`src/verilog/twi_defs.vh`:
```
// Constants for the bit-level two-wire bus interface: register map, bit fields,
// timer figures and AXI4-Lite answers. Included by every design file of the block.
`ifndef TWI_DEFS_VH
`define TWI_DEFS_VH

// ----------------------------------------------------------------------------
// Register byte addresses
// ----------------------------------------------------------------------------
`define ADDR_W 8
`define REG_CONTROL_STATUS 8'h00
`define REG_BIT_DATA 8'h04
`define REG_CONFIGURATION 8'h08

// ----------------------------------------------------------------------------
// bus_control_status, write side
// ----------------------------------------------------------------------------
`define CW_CLEAR_XMIT 7
`define CW_IDLE 6
`define CW_CLEAR_DATA_READY_FLAG 5
`define CW_CLEAR_ARL 4
`define CW_CLEAR_START 3
`define CW_CLEAR_STOP 2
`define CW_SEND_RSTART 1
`define CW_SEND_STOP 0

// ----------------------------------------------------------------------------
// bus_control_status, read side
// ----------------------------------------------------------------------------
`define CR_RECV_BIT 7
`define CR_ATTENTION 6
`define CR_DATA_READY_FLAG 5
`define CR_ARL 4
`define CR_START 3
`define CR_STOP 2
`define CR_MASTER 1
`define CR_XMIT_ACTIVE 0

// ----------------------------------------------------------------------------
// bus_bit_data and bus_configuration
// ----------------------------------------------------------------------------
`define DATA_BIT 7
`define CFG_SLAVE_EN 7
`define CFG_MASTER_REQ 6
`define CFG_TIMEOUT_SEEN 5
`define CFG_TIMER_RUN 4
`define CFG_SEL_HIGH 1
`define CFG_SEL_LOW 0
`define REG_RESET 8'h00

// ----------------------------------------------------------------------------
// Bus timer: machine cycle of 6 clocks, minimum time reached at count 008
// ----------------------------------------------------------------------------
`define MC_LAST 3'h5
`define TMR_DONE 10'h008
`define TMR_LAST 10'h3ff
`define MIN_SEL_10 3'h7
`define MIN_SEL_01 3'h6
`define MIN_SEL_00 3'h5
`define MIN_SEL_11 3'h4

// ----------------------------------------------------------------------------
// AXI4-Lite responses
// ----------------------------------------------------------------------------
`define RESP_OKAY 2'h0
`define RESP_DECERR 2'h3

`endif

```
`src/verilog/two_wire_bit_if.v`:
```
// Bit-level two-wire bus interface with flag handshaking, reached over AXI4-Lite.
// Assumes open-drain pads outside: an enable high pulls the line low.
//
// Overview of operation
// - Attention is high exactly when data-ready, arbitration-lost, start or stop is set.
// - Each clock rise captures data and sets data-ready unless idle slave; data access clears.
// - With arbitration, start or stop flag set, clearing data-ready does not release clock.
// - Arbitration loss only while transmitting; it clears transmit-active.
// - Sent one or repeated start but data sampled low: arbitration lost.
// - Sent one, another made repeated start: arbitration lost plus start seen.
// - Our repeated start beaten by clock pulled low first: arbitration lost.
// - Stop cannot form because another sends zero: arbitration lost.
// - Start sets start flag at master or active slave, not idle slave; the code does not set it for a start it drives itself.
// - Stop sets stop flag at master or active slave, not idle slave.
// - Master flag set when master request high and bus free.
// - Master flag cleared by arbitration loss, or by a stop request written while master request is low.
// - Data write or start/stop request sets transmit-active; data read or clear bit clears.
// - Data line pulled low only while transmit-active.
// - Idle bit makes slave ignore bus until next start.
// - Writing one to a clear bit clears its flag; zero leaves it.
// - Any attention flag stretches the clock low period.
// - Repeated start releases data in low, pulls it low after minimum high time.
// - Initial start of a frame is generated automatically.
// - Stop pulls data low in low phase, releases it after minimum high time.
// - Transmit bit reaches data line only while clock is low.
// - Timer preloaded with 8 minus minimum count at each clock change.
// - Timer counts machine cycles of six clocks.
// - Select codes 10,01,00,11 give 7,6,5,4 cycles and matching timeouts.
// - Timer overflow in a frame resets the interface and releases the clock; the code clears master, busy and transmit-active but keeps the flags.
//
// The register offsets and the AXI4-Lite slave port were left to the implementer.
`timescale 1ns/1ps
`include "twi_defs.vh"

module two_wire_bit_if (
    // Clock and reset
    input wire aclk,
    input wire aresetn,
    // AXI4-Lite write channels
    input wire [`ADDR_W-1:0] awaddr,
    input wire awvalid,
    output reg awready,
    input wire [31:0] wdata,
    input wire [3:0] wstrb,
    input wire wvalid,
    output reg wready,
    output reg [1:0] bresp,
    output reg bvalid,
    input wire bready,
    // AXI4-Lite read channels
    input wire [`ADDR_W-1:0] araddr,
    input wire arvalid,
    output reg arready,
    output reg [31:0] rdata,
    output reg [1:0] rresp,
    output reg rvalid,
    input wire rready,
    // Bus clock line
    input wire scl_i,
    output reg scl_o,
    output reg scl_oe,
    // Bus data line
    input wire sda_i,
    output reg sda_o,
    output reg sda_oe
);
    // ------------------------------------------------------------------------
    // Master sequencer states
    // ------------------------------------------------------------------------
    localparam M_IDLE = 3'h0;
    localparam M_START = 3'h1;
    localparam M_LOW = 3'h2;
    localparam M_HIGH = 3'h3;
    localparam M_STOP = 3'h4;
    localparam P_NONE = 2'h0;
    localparam P_RSTART = 2'h1;
    localparam P_STOP = 2'h2;

    // ------------------------------------------------------------------------
    // Declarations
    // ------------------------------------------------------------------------
    wire scl_s, scl_rise, scl_fall;
    wire sda_s, sda_rise, sda_fall;
    wire min_done, timeout;
    reg data_ready_flag, arbitration_lost_flag, start_seen_flag, stop_seen_flag;
    reg receive_bit, transmit_bit, transmit_active, master, busy, slave_idle;
    reg slave_enable, master_request, bus_timer_run, timeout_seen;
    reg timing_select_high, timing_select_low;
    reg [2:0] state;
    reg [1:0] pending;
    reg next_arl;
    wire attention_flag, start_det, stop_det, active, wr_go, rd_go;
    wire wr_ctrl, wr_data, wr_cfg, rd_data;
    wire [7:0] wbyte;

    // ------------------------------------------------------------------------
    // Pin synchronisers and bus conditions
    // ------------------------------------------------------------------------
    pin_sync u_scl_sync (
        .aclk(aclk),
        .aresetn(aresetn),
        .pin(scl_i),
        .level(scl_s),
        .rise(scl_rise),
        .fall(scl_fall)
    );

    pin_sync u_sda_sync (
        .aclk(aclk),
        .aresetn(aresetn),
        .pin(sda_i),
        .level(sda_s),
        .rise(sda_rise),
        .fall(sda_fall)
    );

    assign start_det = sda_fall & scl_s;
    assign stop_det = sda_rise & scl_s;
    assign active = master | (slave_enable & ~slave_idle);
    assign attention_flag = data_ready_flag | arbitration_lost_flag |
        start_seen_flag | stop_seen_flag;

    bus_timer u_timer (
        .aclk(aclk),
        .aresetn(aresetn),
        .restart(scl_rise | scl_fall | start_det | stop_det),
        .frame_run(busy & bus_timer_run & (slave_enable | master_request | master)),
        .timing_sel({timing_select_high, timing_select_low}),
        .min_done(min_done),
        .timeout(timeout)
    );

    // ------------------------------------------------------------------------
    // AXI4-Lite slave: address and data taken together, one of each at a time
    // ------------------------------------------------------------------------
    assign wr_go = awvalid & awready & wvalid & wready;
    assign rd_go = arvalid & arready;
    assign wbyte = wstrb[0] ? wdata[7:0] : `REG_RESET;
    assign wr_ctrl = wr_go & wstrb[0] & (awaddr == `REG_CONTROL_STATUS);
    assign wr_data = wr_go & wstrb[0] & (awaddr == `REG_BIT_DATA);
    assign wr_cfg = wr_go & wstrb[0] & (awaddr == `REG_CONFIGURATION);
    assign rd_data = rd_go & (araddr == `REG_BIT_DATA);

    always @(posedge aclk) begin
        if (!aresetn) begin
            awready <= 1'b0;
            wready <= 1'b0;
            bvalid <= 1'b0;
            bresp <= `RESP_OKAY;
            arready <= 1'b0;
            rvalid <= 1'b0;
            rresp <= `RESP_OKAY;
            rdata <= 32'h00000000;
        end else begin
            awready <= awvalid & wvalid & ~awready & ~bvalid;
            wready <= awvalid & wvalid & ~wready & ~bvalid;
            if (wr_go) begin
                bvalid <= 1'b1;
                case (awaddr)
                    `REG_CONTROL_STATUS, `REG_BIT_DATA, `REG_CONFIGURATION:
                        bresp <= `RESP_OKAY;
                    default: bresp <= `RESP_DECERR;
                endcase
            end else if (bready) begin
                bvalid <= 1'b0;
            end
            arready <= arvalid & ~arready & ~rvalid;
            if (rd_go) begin
                rvalid <= 1'b1;
                rresp <= `RESP_OKAY;
                case (araddr)
                    `REG_CONTROL_STATUS: rdata <= {24'h000000, receive_bit, attention_flag,
                        data_ready_flag, arbitration_lost_flag, start_seen_flag,
                        stop_seen_flag, master, transmit_active};
                    `REG_BIT_DATA: rdata <= {24'h000000, receive_bit, 7'h00};
                    `REG_CONFIGURATION: rdata <= {24'h000000, slave_enable,
                        master_request, timeout_seen, bus_timer_run, 2'h0,
                        timing_select_high, timing_select_low};
                    default: begin
                        rdata <= 32'h00000000;
                        rresp <= `RESP_DECERR;
                    end
                endcase
            end else if (rready) begin
                rvalid <= 1'b0;
            end
        end
    end

    // ------------------------------------------------------------------------
    // Arbitration loss detection
    // ------------------------------------------------------------------------
    always @* begin
        next_arl = 1'b0;
        if (transmit_active) begin
            // We released data (sent one or a repeated start) yet it reads low
            if (scl_rise & ~sda_oe & ~sda_s)
                next_arl = 1'b1;
            // Another party made a repeated start over our one
            if (start_det & ~sda_oe & state != M_START)
                next_arl = 1'b1;
            if (state == M_HIGH & pending == P_RSTART & scl_fall)
                next_arl = 1'b1;
            if (state == M_STOP & scl_fall & ~sda_s & ~sda_oe)
                next_arl = 1'b1;
        end
    end

    // ------------------------------------------------------------------------
    // Status flags, transmit state and configuration
    // ------------------------------------------------------------------------
    // Clears come first so a hardware set in the same cycle wins.
    always @(posedge aclk) begin
        if (!aresetn) begin
            data_ready_flag <= 1'b0;
            arbitration_lost_flag <= 1'b0;
            start_seen_flag <= 1'b0;
            stop_seen_flag <= 1'b0;
            receive_bit <= 1'b1;
            transmit_bit <= 1'b1;
            transmit_active <= 1'b0;
            pending <= P_NONE;
            master <= 1'b0;
            busy <= 1'b0;
            slave_idle <= 1'b0;
            slave_enable <= 1'b0;
            master_request <= 1'b0;
            bus_timer_run <= 1'b0;
            timeout_seen <= 1'b0;
            timing_select_high <= 1'b0;
            timing_select_low <= 1'b0;
        end else begin
            if (wr_ctrl) begin
                if (wbyte[`CW_CLEAR_DATA_READY_FLAG]) data_ready_flag <= 1'b0;
                if (wbyte[`CW_CLEAR_ARL]) arbitration_lost_flag <= 1'b0;
                if (wbyte[`CW_CLEAR_START]) start_seen_flag <= 1'b0;
                if (wbyte[`CW_CLEAR_STOP]) stop_seen_flag <= 1'b0;
                if (wbyte[`CW_CLEAR_XMIT]) transmit_active <= 1'b0;
                if (wbyte[`CW_IDLE]) slave_idle <= 1'b1;
                if (wbyte[`CW_SEND_RSTART]) begin
                    transmit_active <= 1'b1;
                    transmit_bit <= 1'b1;
                    pending <= P_RSTART;
                end
                if (wbyte[`CW_SEND_STOP]) begin
                    transmit_active <= 1'b1;
                    transmit_bit <= 1'b0;
                    pending <= P_STOP;
                    if (!master_request) master <= 1'b0;
                end
            end
            if (wr_data) begin
                transmit_bit <= wbyte[`DATA_BIT];
                transmit_active <= 1'b1;
                data_ready_flag <= 1'b0;
            end
            if (rd_data) begin
                transmit_active <= 1'b0;
                data_ready_flag <= 1'b0;
            end
            if (wr_cfg) begin
                slave_enable <= wbyte[`CFG_SLAVE_EN];
                master_request <= wbyte[`CFG_MASTER_REQ];
                bus_timer_run <= wbyte[`CFG_TIMER_RUN];
                timing_select_high <= wbyte[`CFG_SEL_HIGH];
                timing_select_low <= wbyte[`CFG_SEL_LOW];
                timeout_seen <= 1'b0;
            end
            if (scl_rise) begin
                receive_bit <= sda_s;
                if (active) data_ready_flag <= 1'b1;
            end
            if (start_det) begin
                busy <= 1'b1;
                // Our own start is not reported; an idle slave just wakes
                if (active & ~sda_oe) start_seen_flag <= 1'b1;
                slave_idle <= 1'b0;
            end
            if (stop_det) begin
                busy <= 1'b0;
                if (active) stop_seen_flag <= 1'b1;
            end
            if (master_request & ~busy & ~stop_det & ~start_det)
                master <= 1'b1;
            // Outside a frame a start or stop request has nothing to act on
            if (~busy | (state == M_START & min_done) | (state == M_STOP & stop_det))
                pending <= P_NONE;
            if (next_arl) begin
                arbitration_lost_flag <= 1'b1;
                master <= 1'b0;
                pending <= P_NONE;
            end
            if (next_arl | arbitration_lost_flag)
                transmit_active <= 1'b0;
            if (timeout) begin
                // Hang recovery: drop the frame and release the lines
                transmit_active <= 1'b0;
                master <= 1'b0;
                busy <= 1'b0;
                pending <= P_NONE;
                timeout_seen <= 1'b1;
            end
        end
    end

    // ------------------------------------------------------------------------
    // Line drivers and master sequencer
    // ------------------------------------------------------------------------
    always @(posedge aclk) begin
        if (!aresetn) begin
            state <= M_IDLE;
            scl_o <= 1'b0;
            sda_o <= 1'b0;
            scl_oe <= 1'b0;
            sda_oe <= 1'b0;
        end else begin
            // Data only changes in the low phase, so an early write is safe
            if (!scl_s & state != M_START & state != M_STOP)
                sda_oe <= transmit_active & ~transmit_bit;
            case (state)
                M_IDLE: begin
                    // Slave side only stretches while attention is pending
                    scl_oe <= ~scl_s & active & attention_flag;
                    if (master & transmit_active & ~busy & scl_s & sda_s &
                            min_done & pending == P_NONE) begin
                        sda_oe <= 1'b1;
                        state <= M_START;
                    end
                end
                M_START: begin
                    if (~sda_s & min_done & ~start_det) begin
                        scl_oe <= 1'b1;
                        state <= M_LOW;
                    end
                end
                M_LOW: begin
                    // Attention holds the clock low until software clears it or the bus timer overflows
                    if (~scl_s & min_done & ~attention_flag & ~scl_fall) begin
                        scl_oe <= 1'b0;
                        state <= M_HIGH;
                    end
                end
                M_HIGH: begin
                    if (scl_fall) begin
                        scl_oe <= 1'b1;
                        state <= M_LOW;
                    end else if (scl_s & min_done & ~scl_rise) begin
                        case (pending)
                            P_RSTART: begin
                                sda_oe <= 1'b1;
                                state <= M_START;
                            end
                            P_STOP: begin
                                sda_oe <= 1'b0;
                                state <= M_STOP;
                            end
                            default: begin
                                scl_oe <= 1'b1;
                                state <= M_LOW;
                            end
                        endcase
                    end
                end
                M_STOP: begin
                    if (stop_det) state <= M_IDLE;
                end
                default: state <= M_IDLE;
            endcase
            if (next_arl | timeout) begin
                scl_oe <= 1'b0;
                sda_oe <= 1'b0;
                state <= M_IDLE;
            end
        end
    end
endmodule // two_wire_bit_if

```
`src/verilog/pin_sync.v`:
```
// Two-stage synchroniser for one bus pin, with edge pulses taken after it.
// Assumes the pin is asynchronous to aclk.
`timescale 1ns/1ps
`include "twi_defs.vh"

module pin_sync (
    // Clock and reset
    input wire aclk,
    input wire aresetn,
    // Pin and synchronised view
    input wire pin,
    output wire level,
    output wire rise,
    output wire fall
);
    reg meta;
    reg stable;
    reg last;

    // Reset to the released (high) bus level
    always @(posedge aclk) begin
        if (!aresetn) begin
            meta <= 1'b1;
            stable <= 1'b1;
            last <= 1'b1;
        end else begin
            meta <= pin;
            stable <= meta;
            last <= stable;
        end
    end

    assign level = stable;
    assign rise = stable & ~last;
    assign fall = ~stable & last;
endmodule // pin_sync

```
`src/verilog/bus_timer.v`:
```
// Bus timer: machine-cycle prescaler and 10-bit counter for minimum times and
// frame-hang timeout. Assumes restart is a one-cycle pulse on any clock-line change.
`timescale 1ns/1ps
`include "twi_defs.vh"

module bus_timer (
    // Clock and reset
    input wire aclk,
    input wire aresetn,
    // Control
    input wire restart,
    input wire frame_run,
    input wire [1:0] timing_sel,
    // Status
    output wire min_done,
    output reg timeout
);
    reg [2:0] prescale;
    reg [9:0] count;
    wire tick;
    wire [9:0] preload;

    function [2:0] min_count;
        input [1:0] sel;
        begin
            case (sel)
                2'h2: min_count = `MIN_SEL_10;
                2'h1: min_count = `MIN_SEL_01;
                2'h0: min_count = `MIN_SEL_00;
                default: min_count = `MIN_SEL_11;
            endcase
        end
    endfunction

    assign tick = (prescale == `MC_LAST);
    assign preload = `TMR_DONE - {7'h00, min_count(timing_sel)};
    assign min_done = (count >= `TMR_DONE);

    always @(posedge aclk) begin
        if (!aresetn) begin
            prescale <= 3'h0;
            count <= `TMR_DONE;
            timeout <= 1'b0;
        end else begin
            timeout <= 1'b0;
            prescale <= tick ? 3'h0 : prescale + 3'h1;
            if (restart) begin
                prescale <= 3'h0;
                count <= preload;
            end else if (tick) begin
                // Only the low bits run outside a frame or with the timer disabled
                if (count < `TMR_DONE) begin
                    count <= count + 10'h001;
                end else if (frame_run) begin
                    if (count == `TMR_LAST) begin
                        timeout <= 1'b1;
                        count <= preload;
                    end else begin
                        count <= count + 10'h001;
                    end
                end
            end
        end
    end
endmodule // bus_timer

```
`config.mk`:
```
export PLATFORM = sky130hd
export DESIGN_NAME = two_wire_bit_if
export DESIGN_NICKNAME = d
export VERILOG_FILES = /design/src/verilog/two_wire_bit_if.v /design/src/verilog/pin_sync.v /design/src/verilog/bus_timer.v
export VERILOG_INCLUDE_DIRS = /design/src /design/src/verilog
export SDC_FILE = /design/constraint.sdc
export NUM_CORES = 1
export LEC_CHECK = 0
export ABC_AREA = 1
export BUFFER_PORTS_ARGS = -buffer_cell sky130_fd_sc_hd__buf_2
export CORE_ASPECT_RATIO = 1.2
export CORE_MARGIN = 2
export CORE_UTILIZATION = 51
export CTS_CLUSTER_DIAMETER = 40
export DETAILED_ROUTE_END_ITERATION = 10
export GPL_TIMING_DRIVEN = 0
export MAX_ROUTING_LAYER = met4
export PLACE_DENSITY_LB_ADDON = 0.12
export SLEW_MARGIN = 30
export SYNTH_ARGS = -nofsm -noshare
export SYNTH_HDL_FRONTEND = slang
export SYNTH_SLANG_ARGS = --single-unit
```
`constraint.sdc`:
```
create_clock -name aclk -period 2.3 [get_ports aclk]
set_clock_uncertainty 0.1 [all_clocks]
set_input_delay 0.345 -clock aclk [delete_from_list [all_inputs] [get_ports aclk]]
set_output_delay 0.345 -clock aclk [all_outputs]
set_load 0.05 [all_outputs]
```
==> impl_metrics.tcl, run 1 <==
set metrics [dict create \
    status "finished clean" \
    crit_family "simple AND/OR/NAND/NOR gates" \
    max_cap_violations 0 \
    whs_path_depth 2 \
    diodes 0 \
    drv_slew 0 \
    place.gp.congestion 0.917 \
    clkTransAtPathRegs_ns 0.08 \
    cts.sinks 58 \
    hold_buffers 0 \
    fillers 627 \
    ant_nets 0 \
    slew_headroom 0.614 \
    synth_warnings 0 \
    finalHoldViolations 0 \
    min_period_over_period 0.840 \
    post_cts_buffers 0 \
    synth.distinct_cells 40 \
    ys.flop_type "dfxtp_1" \
    die_h_um 92.1 \
    min_from "sda_i" \
    postSynthAreaPerCell_um2 6.94 \
    rr_worst_depth 12 \
    multi_input_area_mm2 0.00173 \
    synth_edf_count 0 \
    cp-end-kind "register" \
    clk_latency_ns 0.34 \
    slowest_delay_ns 0.48 \
    antenna_found_initial 0 \
    fmax_mhz 518 \
    path_depth 12 \
    die-area_mm2 0.00713 \
    cts_buffers 9 \
    wl_um 7380 \
    core.rowCount 32 \
    cp-start-kind "register" \
    area_growth_pct 20.2 \
    drive_gt1_frac 0.231 \
    clockBufferDepth 2 \
    synth.ff_latch_count 58 \
    syn_area_mm2 0.00330 \
    h-tree-depth 3 \
    rsz0062_at_grt "no" \
    worstSetupPathType "reg2reg" \
    ios 106 \
    dp_slack_ns 0.384 \
    ys_seq_area_frac 0.352 \
    critPathLaunch "u_scl_sync.level$_SDFF_PN1_" \
    seq_area_mm2 0.00116 \
    grt_pass1_wl_um 12700 \
    crit_buf_inv 3 \
    overflow 0 \
    tightestPinTransition_ns 0.576 \
    vias 3200 \
    drtIter0Drc 174 \
    finalInstanceArea_mm2 0.00396 \
    cts_tree "built" \
    min_path_type "in2reg" \
    wire_per_inst_um 11.3 \
    setup_tns_ns 0 \
    die_x_um 77.4 \
    vdd.ir_drop.worst_uv 404 \
    cp.required_ns 2.44 \
    power.leakage_nw 1.91 \
    root_buffer "clkbuf_8" \
    vias_per_cell 4.90 \
    slowest_stage "dfxtp_1" \
    critPathArrivalTime_ns 2.07 \
    dpl_cell_area_mm2 0.00376 \
    gr-usage-all-layers 0.229 \
    setup_ws_ns 0.369 \
    post_cts_resize_count 0 \
    dpl.hpwl_um 5820 \
    start_util 0.521 \
    finalSetupViolations 0 \
    worstReg2RegStart "u_scl_sync.level$_SDFF_PN1_" \
    synth_cells 475 \
    grt_max_degree 12 \
    power.density_mw_per_mm2 668 \
    drc 0 \
    period_minus_slack_ns 1.93 \
    fin_nets 638 \
    io_buffers 52 \
    detail_route.first_pass.iterations 5 \
    ys_async_sr_fraction 0 \
    grt_pass1_vias 2993 \
    cp_max_fo 8 \
    core_area_mm2 0.00633 \
    crit_top_cell "nand2_1" \
    path_cells "inv_1, ha_1, inv_1, nand2_1, nor2_1, nand2_1, nand2_1, nand2_1, inv_1, nand3_1, nor2_1, nor2_1" \
]
synth_stat cells (4+ instances only):
cell type | instances | area share
buf_4 | 28 | 0.064
inv_1 | 60 | 0.068
nor4_1 | 4 | 0.0076
a31oi_1 | 4 | 0.0076
dfxtp_1 | 58 | 0.35
ha_1 | 14 | 0.053
nand3_1 | 35 | 0.053
nor2_2 | 10 | 0.019
nand2_2 | 5 | 0.0095
nor3_1 | 9 | 0.014
nand2_1 | 92 | 0.10
nand4_1 | 6 | 0.011
inv_2 | 6 | 0.0068
or2_2 | 4 | 0.0076
o21ai_0 | 30 | 0.046
a21oi_1 | 31 | 0.047
nor2_1 | 46 | 0.052
clkbuf_1 | 5 | 0.0057
worst paths after layout:
kind | end | slack, ns
setup / recovery | state[1]$_SDFFE_PP0P_ | 0.37
hold / removal | u_sda_sync.meta$_SDFF_PN1_ | 0.09
setup reg to reg | state[1]$_SDFFE_PP0P_ | 0.37
hold reg to reg | u_scl_sync.level$_SDFF_PN1_ | 0.31
flip-flops by register name, summed over array words and instances (netlist names), 2 cells and up:
name,count
u_timer.count,10
rdata,8
state,3
u_timer.prescale,3
pending,2
area by class of cell:
cell class | instances | share of cell area
Tap cell | 85 | 0.0268
Clock buffer | 10 | 0.0347
Sequential cell | 58 | 0.293
Clock inverter | 6 | 0.0167
Inverter | 67 | 0.0635
Timing Repair Buffer | 52 | 0.0657
Multi-Input combinational cell | 340 | 0.437
Buffer | 35 | 0.0619
per-layer routing:
layer | vias up | part of all wire | GRT usage
li1 | 1656 | - | -
met1 | 1406 | 0.45 | 0.256
met2 | 119 | 0.46 | 0.380
met3 | 19 | 0.059 | 0.0335
met4 | 0 | 0.031 | 0.146
met5 | - | 0 | -
metrics by stage:
stage	std cells	utilization	hold slack, ns	power [W]
6_report	653	0.626	0.0935	0.00264
5_1_grt	653	0.626	0.0904	0.00280
4_1_cts	653	0.626	0.0813	0.00266
3_5_place_dp	637	0.594	0.301	0.00170
3_3_place_gp	637	0.594	0.297	0.00169
2_1_floorplan	500	-	0.293	0.00159
where the power goes:
| part | internal (W) | total (W) | switching, W |
|---|---|---|---|
| clock | 0.000529 | 0.000964 | 0.000435 |
| combinational | 0.000188 | 0.000586 | 0.000398 |
| sequential | 0.00105 | 0.00109 | 0.0000452 |
layout by cell type (no fill, tap or decap), drive strengths merged, types with 11 or more instances in the layout:
cell     n
a21oi   33
nand3   36
nor2    56
o21ai   32
nor3    11
conb    26
dfxtp   58
nand2   99
inv     66
clkbuf  16
buf     81
ha      14
cells by family after synthesis:
| family | count (synthesis) | synth area share |
|---|---|---|
| AO/OA/AOI/OAI | 77 | 0.130 |
| AND/OR/NAND/NOR | 220 | 0.305 |
| other | 1 | 0.00114 |
| adder cells (fa/ha/maj) | 14 | 0.0531 |
| buffers and inverters | 102 | 0.151 |
| XOR/XNOR | 3 | 0.00797 |
| flip-flops | 58 | 0.352 |
(Power assumes the default switching activity.)
==> inputs of run 2 (changes only) <==
--- a/config.mk
+++ b/config.mk
@@ -6,11 +6,11 @@
 export SDC_FILE = /design/constraint.sdc
 export NUM_CORES = 1
 export LEC_CHECK = 0
-export ABC_AREA = 1
+export ABC_AREA = 0
 export BUFFER_PORTS_ARGS = -buffer_cell sky130_fd_sc_hd__buf_2
 export CORE_ASPECT_RATIO = 1.2
 export CORE_MARGIN = 2
-export CORE_UTILIZATION = 51
+export CORE_UTILIZATION = 46
 export CTS_CLUSTER_DIAMETER = 40
 export DETAILED_ROUTE_END_ITERATION = 10
 export GPL_TIMING_DRIVEN = 0
==> constraint.sdc (replaced) <==
create_clock -name aclk -period 1.55 [get_ports aclk]
set_clock_uncertainty 0.1 [all_clocks]
set_input_delay 0.2325 -clock aclk [delete_from_list [all_inputs] [get_ports aclk]]
set_output_delay 0.2325 -clock aclk [all_outputs]
set_load 0.05 [all_outputs]
==> impl_metrics.tcl, run 2 <==
set metrics [dict create \
    cp-start-kind "register" \
    syn_area_mm2 0.00328 \
    ys_async_sr_fraction 0 \
    synth-compound-area-share 0.198 \
    tightestPinTransition_ns 0.563 \
    postSynthAreaPerCell_um2 8.57 \
    violations "negative setup slack" \
    die_x_um 81.1 \
    finalHoldViolations 0 \
    yosys.cell_count.top_type "dfxtp_1" \
    fin_cells 590 \
    status "complete, but fails checks" \
    die-area_mm2 0.00783 \
    final_common_cell "buf_4" \
    crit_buf_inv 1 \
    ios 106 \
    cts_buffers 9 \
    wl_um 8640 \
    detail_route.first_pass.iterations 4 \
    crit_family "simple AND/OR/NAND/NOR gates" \
    h-tree-depth 3 \
    setup_ws_ns -0.408 \
    overflow 0 \
    min_period_over_period 1.26 \
    dpl.hpwl_um 5940 \
    gr-usage-all-layers 0.233 \
    fin_nets 573 \
    synth_top_area_share 0.354 \
    max_cap_violations 0 \
    drv_slew 0 \
    cp.required_ns 1.68 \
    area_growth_pct 39.7 \
    clk_latency_ns 0.33 \
    slowest_delay_ns 0.58 \
    grt_max_degree 11 \
    largest_register "u_timer.count" \
    drive_gt1_frac 0.423 \
    critPathLaunch "u_timer.count[7]$_SDFFE_PN0P_" \
    fmax_mhz 511 \
    synthAdderAreaFrac 0.0534 \
    clockBufferDepth 2 \
    ys_seq_area_frac 0.354 \
    place_inst 544 \
    core_area_mm2 0.00685 \
    synth_edf_count 0 \
    reg.largest.list "u_timer.count (10), rdata (8)" \
    rsz0062_at_grt "yes" \
    min_path_type "in2reg" \
    muxShareOfSynthArea 0.0446 \
    synth_cells 383 \
    cts.sinks 58 \
    cp_max_fo 6 \
    synth_warnings 0 \
    vias 3118 \
    min_from "bready" \
    core.rowCount 33 \
    synth-xor-area-share 0.00801 \
    synth.ff_latch_count 58 \
    vdd.ir_drop.worst_uv 696 \
    place.gp.congestion 0.931 \
    ant_nets 0 \
    path_cells "or4_4, buf_4, nor2_4, a21oi_1, o311a_1, o21a_1" \
    synth_top_family_by_area "simple AND/OR/NAND/NOR gates" \
    clkTransAtPathRegs_ns 0.07 \
    vias_per_cell 5.28 \
    cp-end-kind "register" \
    slew_headroom 0.624 \
    synth_top_cell_by_area "dfxtp_1" \
    wire_per_inst_um 14.6 \
    die_h_um 96.5 \
    ys.flop_type "dfxtp_1" \
    synth_area_leaders "dfxtp_1 35%, buf_4 6.4%, ha_1 5.3%" \
    cts_tree "built" \
    power.leakage_nw 1.93 \
    diodes 0 \
    period_minus_slack_ns 1.96 \
    start_util 0.479 \
    root_buffer "clkbuf_8" \
    drtIter0Drc 144 \
    worstReg2RegStart "u_timer.count[7]$_SDFFE_PN0P_" \
    drc 0 \
    antenna_found_initial 0 \
    slowest_stage "or4_4" \
    critPathArrivalTime_ns 2.09 \
    synth-simple-area-share 0.241 \
    grt_pass1_vias 2910 \
    io_buffers 49 \
    worstSetupPathType "reg2reg" \
    final_cell_mix "50 x buf_4, 49 x buf_2, 41 x dfxtp_1" \
    dp_slack_ns -0.521 \
    yosys-top-cells-count "58 x dfxtp_1, 34 x nor2_1, 32 x a21oi_1" \
    largest_register_ffs 10 \
    fillers 592 \
    synth.distinct_cells 65 \
    power.density_mw_per_mm2 860 \
    grt_pass1_wl_um 13700 \
    finalSetupViolations 28 \
]
## run 2: stage by stage
| stage | utilization | cell area (µm²) | total power, W | hold slack (ns) | setup TNS [ns] |
|---|---|---|---|---|---|
| after global placement | 0.559 | 3830 | 0.00236 | 0.304 | -12.46 |
| after CTS | 0.638 | 4370 | 0.00384 | 0.0460 | -6.22 |
| final | 0.669 | 4580 | 0.00394 | 0.0627 | -6.53 |
| after global routing | 0.669 | 4580 | 0.00413 | 0.0659 | -8.56 |
| after floorplan | - | 3480 | 0.00222 | 0.234 | -6.05 |
| after detailed placement | 0.559 | 3830 | 0.00237 | 0.304 | -13.24 |
## run 2: cell type report
cell class                 count  area [µm²]  area share
multi-input combinational    294        2190       0.477
clock inverter                 3        18.8     0.00409
tap                           87         109      0.0237
sequential                    58        1200       0.262
inverter                      13        53.8      0.0117
timing repair buffer          81         538       0.117
clock buffer                  13         180      0.0393
buffer                        41         297      0.0647
## run 2: report_power, final
| group | switching (W) | internal (W) |
|---|---|---|
| clock | 0.000618 | 0.000764 |
| sequential | 0.0000506 | 0.00154 |
| combinational | 0.000553 | 0.000414 |
| total | 0.00122 | 0.00272 |
## run 2: per-layer routing
layer	up-vias	global-route usage	wire (µm)
met4	0	0.102	189
met1	1466	0.277	3620
met3	13	0.0353	416
met5	-	-	0
li1	1541	-	-
met2	98	0.392	4410
## run 2: worst reg2reg max path: stages (launching register included)
cell and delay (ns):
dfxtp_2 0.34, or4_4 0.58, buf_4 0.18, nor2_4 0.10, a21oi_1 0.07, o311a_1 0.33, o21a_1 0.17
## run 2: kinds of logic after synthesis
logic type                 count (synthesis)
other                                      1
muxes                                     14
DFF                                       58
adders and majority gates                 14
xor gates and xnor gates                   3
buffers and inverters                     56
AOI/OAI and AO/OA                         96
and+or+nand+nor                          141
## run 2: worst paths after layout
| path | to | slack (ns) | depth (start not counted) |
|---|---|---|---|
| max | state[0]$_SDFFE_PP0P_ | -0.41 | 6 |
| min reg2reg | u_scl_sync.level$_SDFF_PN1_ | 0.32 | 1 |
| min | bvalid$_SDFFE_PN0P_ | 0.06 | 3 |
| max reg2reg | state[0]$_SDFFE_PP0P_ | -0.41 | 6 |
## run 2: repair_timing
item,4_1_cts,5_1_grt
buffers inserted,19,11
endpoints found under the hold margin,2,0
hold buffers,2,0
gates resized for setup,39,33
gates cloned,0,0
pin swaps,12,16
endpoints found under the setup margin,35,34
==> inputs of run 3 (changes only) <==
--- a/config.mk
+++ b/config.mk
@@ -15,7 +15,7 @@
 export DETAILED_ROUTE_END_ITERATION = 10
 export GPL_TIMING_DRIVEN = 0
 export MAX_ROUTING_LAYER = met4
-export PLACE_DENSITY_LB_ADDON = 0.12
+export PLACE_DENSITY = 0.73
 export SLEW_MARGIN = 30
 export SYNTH_ARGS = -nofsm -noshare
 export SYNTH_HDL_FRONTEND = slang
==> impl_metrics.tcl, run 3 (synthesized netlist as in run 2, its figures left out) <==
set metrics [dict create \
    status "complete, but fails checks" \
    violations "negative setup slack" \
    dpl.hpwl_um 6030 \
    overflow 0 \
    wl_um 8380 \
    fin_nets 570 \
    drv_slew 0 \
    rr_worst_depth 6 \
    largest_register_ffs 10 \
    worstReg2RegStart "u_timer.count[7]$_SDFFE_PN0P_" \
    clk_latency_ns 0.33 \
    vias 3099 \
    tightestPinTransition_ns 0.659 \
    fillers 581 \
    final_cell_mix "51 x buf_2, 45 x buf_4, 44 x dfxtp_1" \
    setup_ws_ns -0.408 \
    core_area_mm2 0.00685 \
    grt_pass1_vias 2849 \
    place.gp.congestion 0.934 \
    min_from "bready" \
    r2r_slack_ns -0.41 \
    die_h_um 96.5 \
    slowest_stage "or4_4" \
    power.density_mw_per_mm2 849 \
    root_buffer "clkbuf_8" \
    period_minus_slack_ns 1.96 \
    detail_route.first_pass.iterations 4 \
    die-area_mm2 0.00783 \
    wire_per_inst_um 14.3 \
    cp.required_ns 1.68 \
    cts.sinks 58 \
    finalHoldViolations 0 \
    fmax_mhz 511 \
    slowest_delay_ns 0.57 \
    hold_path_end "bvalid$_SDFFE_PN0P_" \
    clockBufferDepth 2 \
    drive_gt1_frac 0.398 \
    ios 106 \
    drtIter0Drc 169 \
    critPathArrivalTime_ns 2.09 \
    largest_register "u_timer.count" \
    cp-start-kind "register" \
    power.leakage_nw 1.92 \
    grt_pass1_wl_um 13200 \
    ant_nets 0 \
    io_buffers 49 \
    min_path_type "in2reg" \
    final_common_cell "buf_2" \
    die_x_um 81.1 \
    cp_max_fo 7 \
    core.rowCount 33 \
    grt_max_degree 11 \
    gr-usage-all-layers 0.226 \
    start_util 0.479 \
    reg.largest.list "u_timer.count (10), rdata (8)" \
    timing.rr.end "u_timer.count[4]$_SDFFE_PN0P_" \
    place_inst 544 \
    slew_headroom 0.561 \
    clkTransAtPathRegs_ns 0.07 \
    max_cap_violations 0 \
    finalSetupViolations 29 \
    cts_buffers 9 \
    h-tree-depth 3 \
    worstSetupPathType "reg2reg" \
    fin_util 0.659 \
    drc 0 \
    min_period_over_period 1.26 \
    area_growth_pct 37.7 \
    path_cells "or4_4, o21a_4, o21ai_4, buf_4, a21boi_1, o21a_1" \
    cp-end-kind "register" \
    vias_per_cell 5.28 \
    vdd.ir_drop.worst_uv 542 \
    antenna_found_initial 0 \
    diodes 0 \
    rsz0062_at_grt "yes" \
    fin_cells 587 \
    cts_tree "built" \
    whs_path_depth 3 \
]
## run 3: cell count changes in the layout (fill, tap and decap cells not counted), moves of 3 or more
cell,previous run,this run
a21boi_1,0,3
a21boi_2,5,2
ha_1,9,12
buf_4,50,45
dfxtp_1,41,44
dfxtp_2,10,7
## run 3: routing by layer
layer / routed length, µm / GRT usage / vias up
met3: 322 / 0.0372 / 12
met5: 0 / - / -
li1: - / - / 1538
met4: 136 / 0.100 / 0
met2: 4290 / 0.373 / 78
met1: 3630 / 0.272 / 1471
## run 3: worst max-delay path by stage
stage	from	end	slack [ns]	cells after the start
6_report	u_timer.count[7]$_SDFFE_PN0P_	u_timer.count[4]$_SDFFE_PN0P_	-0.41	6
4_1_cts	u_timer.count[7]$_SDFFE_PN0P_	u_timer.count[3]$_SDFFE_PN1P_	-0.39	5
3_5_place_dp	master_request$_SDFFE_PN0P_	u_timer.count[3]$_SDFFE_PN1P_	-0.55	5
2_1_floorplan	u_timer.count[8]$_SDFFE_PN0P_	u_timer.count[3]$_SDFFE_PN1P_	-0.36	6
3_3_place_gp	master_request$_SDFFE_PN0P_	u_timer.count[3]$_SDFFE_PN1P_	-0.52	5
5_1_grt	u_timer.count[7]$_SDFFE_PN0P_	scl_oe$_SDFFE_PP0P_	-0.48	6
## run 3: area by class of cell
class | count | area [µm²] | share of cell area
repair buffers | 78 | 523 | 0.116
well taps | 87 | 109 | 0.0241
inverters | 13 | 53.8 | 0.0119
clock inverters | 4 | 23.8 | 0.00526
clock buffers | 12 | 166 | 0.0368
multi-input cells | 294 | 2160 | 0.478
plain buffers | 41 | 287 | 0.0634
flip-flops and latches | 58 | 1200 | 0.265
## run 3: worst max-delay path: cells and delay by family, from the launching register on
family                 cells  cell delay (ns)
AO/OA/AOI/OAI              4             0.68
buffers and inverters      1             0.15
flip-flops                 1             0.35
AND/OR/NAND/NOR            1             0.57
## run 3: power by group
group          switching [W]  internal [W]
clock               0.000608      0.000716
sequential         0.0000483       0.00154
combinational       0.000547      0.000377
## run 3: through the flow
stage                     TNS, ns  worst slack [ns]  area, µm²  power (W)  hold WS, ns
final                       -6.82            -0.408       4520    0.00384       0.0620
after global routing        -9.42            -0.482       4520    0.00401       0.0607
after global placement     -12.70            -0.521       3830    0.00236        0.295
after detailed placement   -13.24            -0.548       3830    0.00237        0.301
after CTS                   -5.97            -0.393       4320    0.00378       0.0538
after floorplan             -6.05            -0.361       3480    0.00222        0.234
## run 3: timing repair
item	CTS	global route
hold buffers	2	0
gates resized for setup	33	27
pin swaps	16	17
buffers inserted	19	8
endpoints found under the hold margin	2	0
endpoints found under the setup margin	36	34
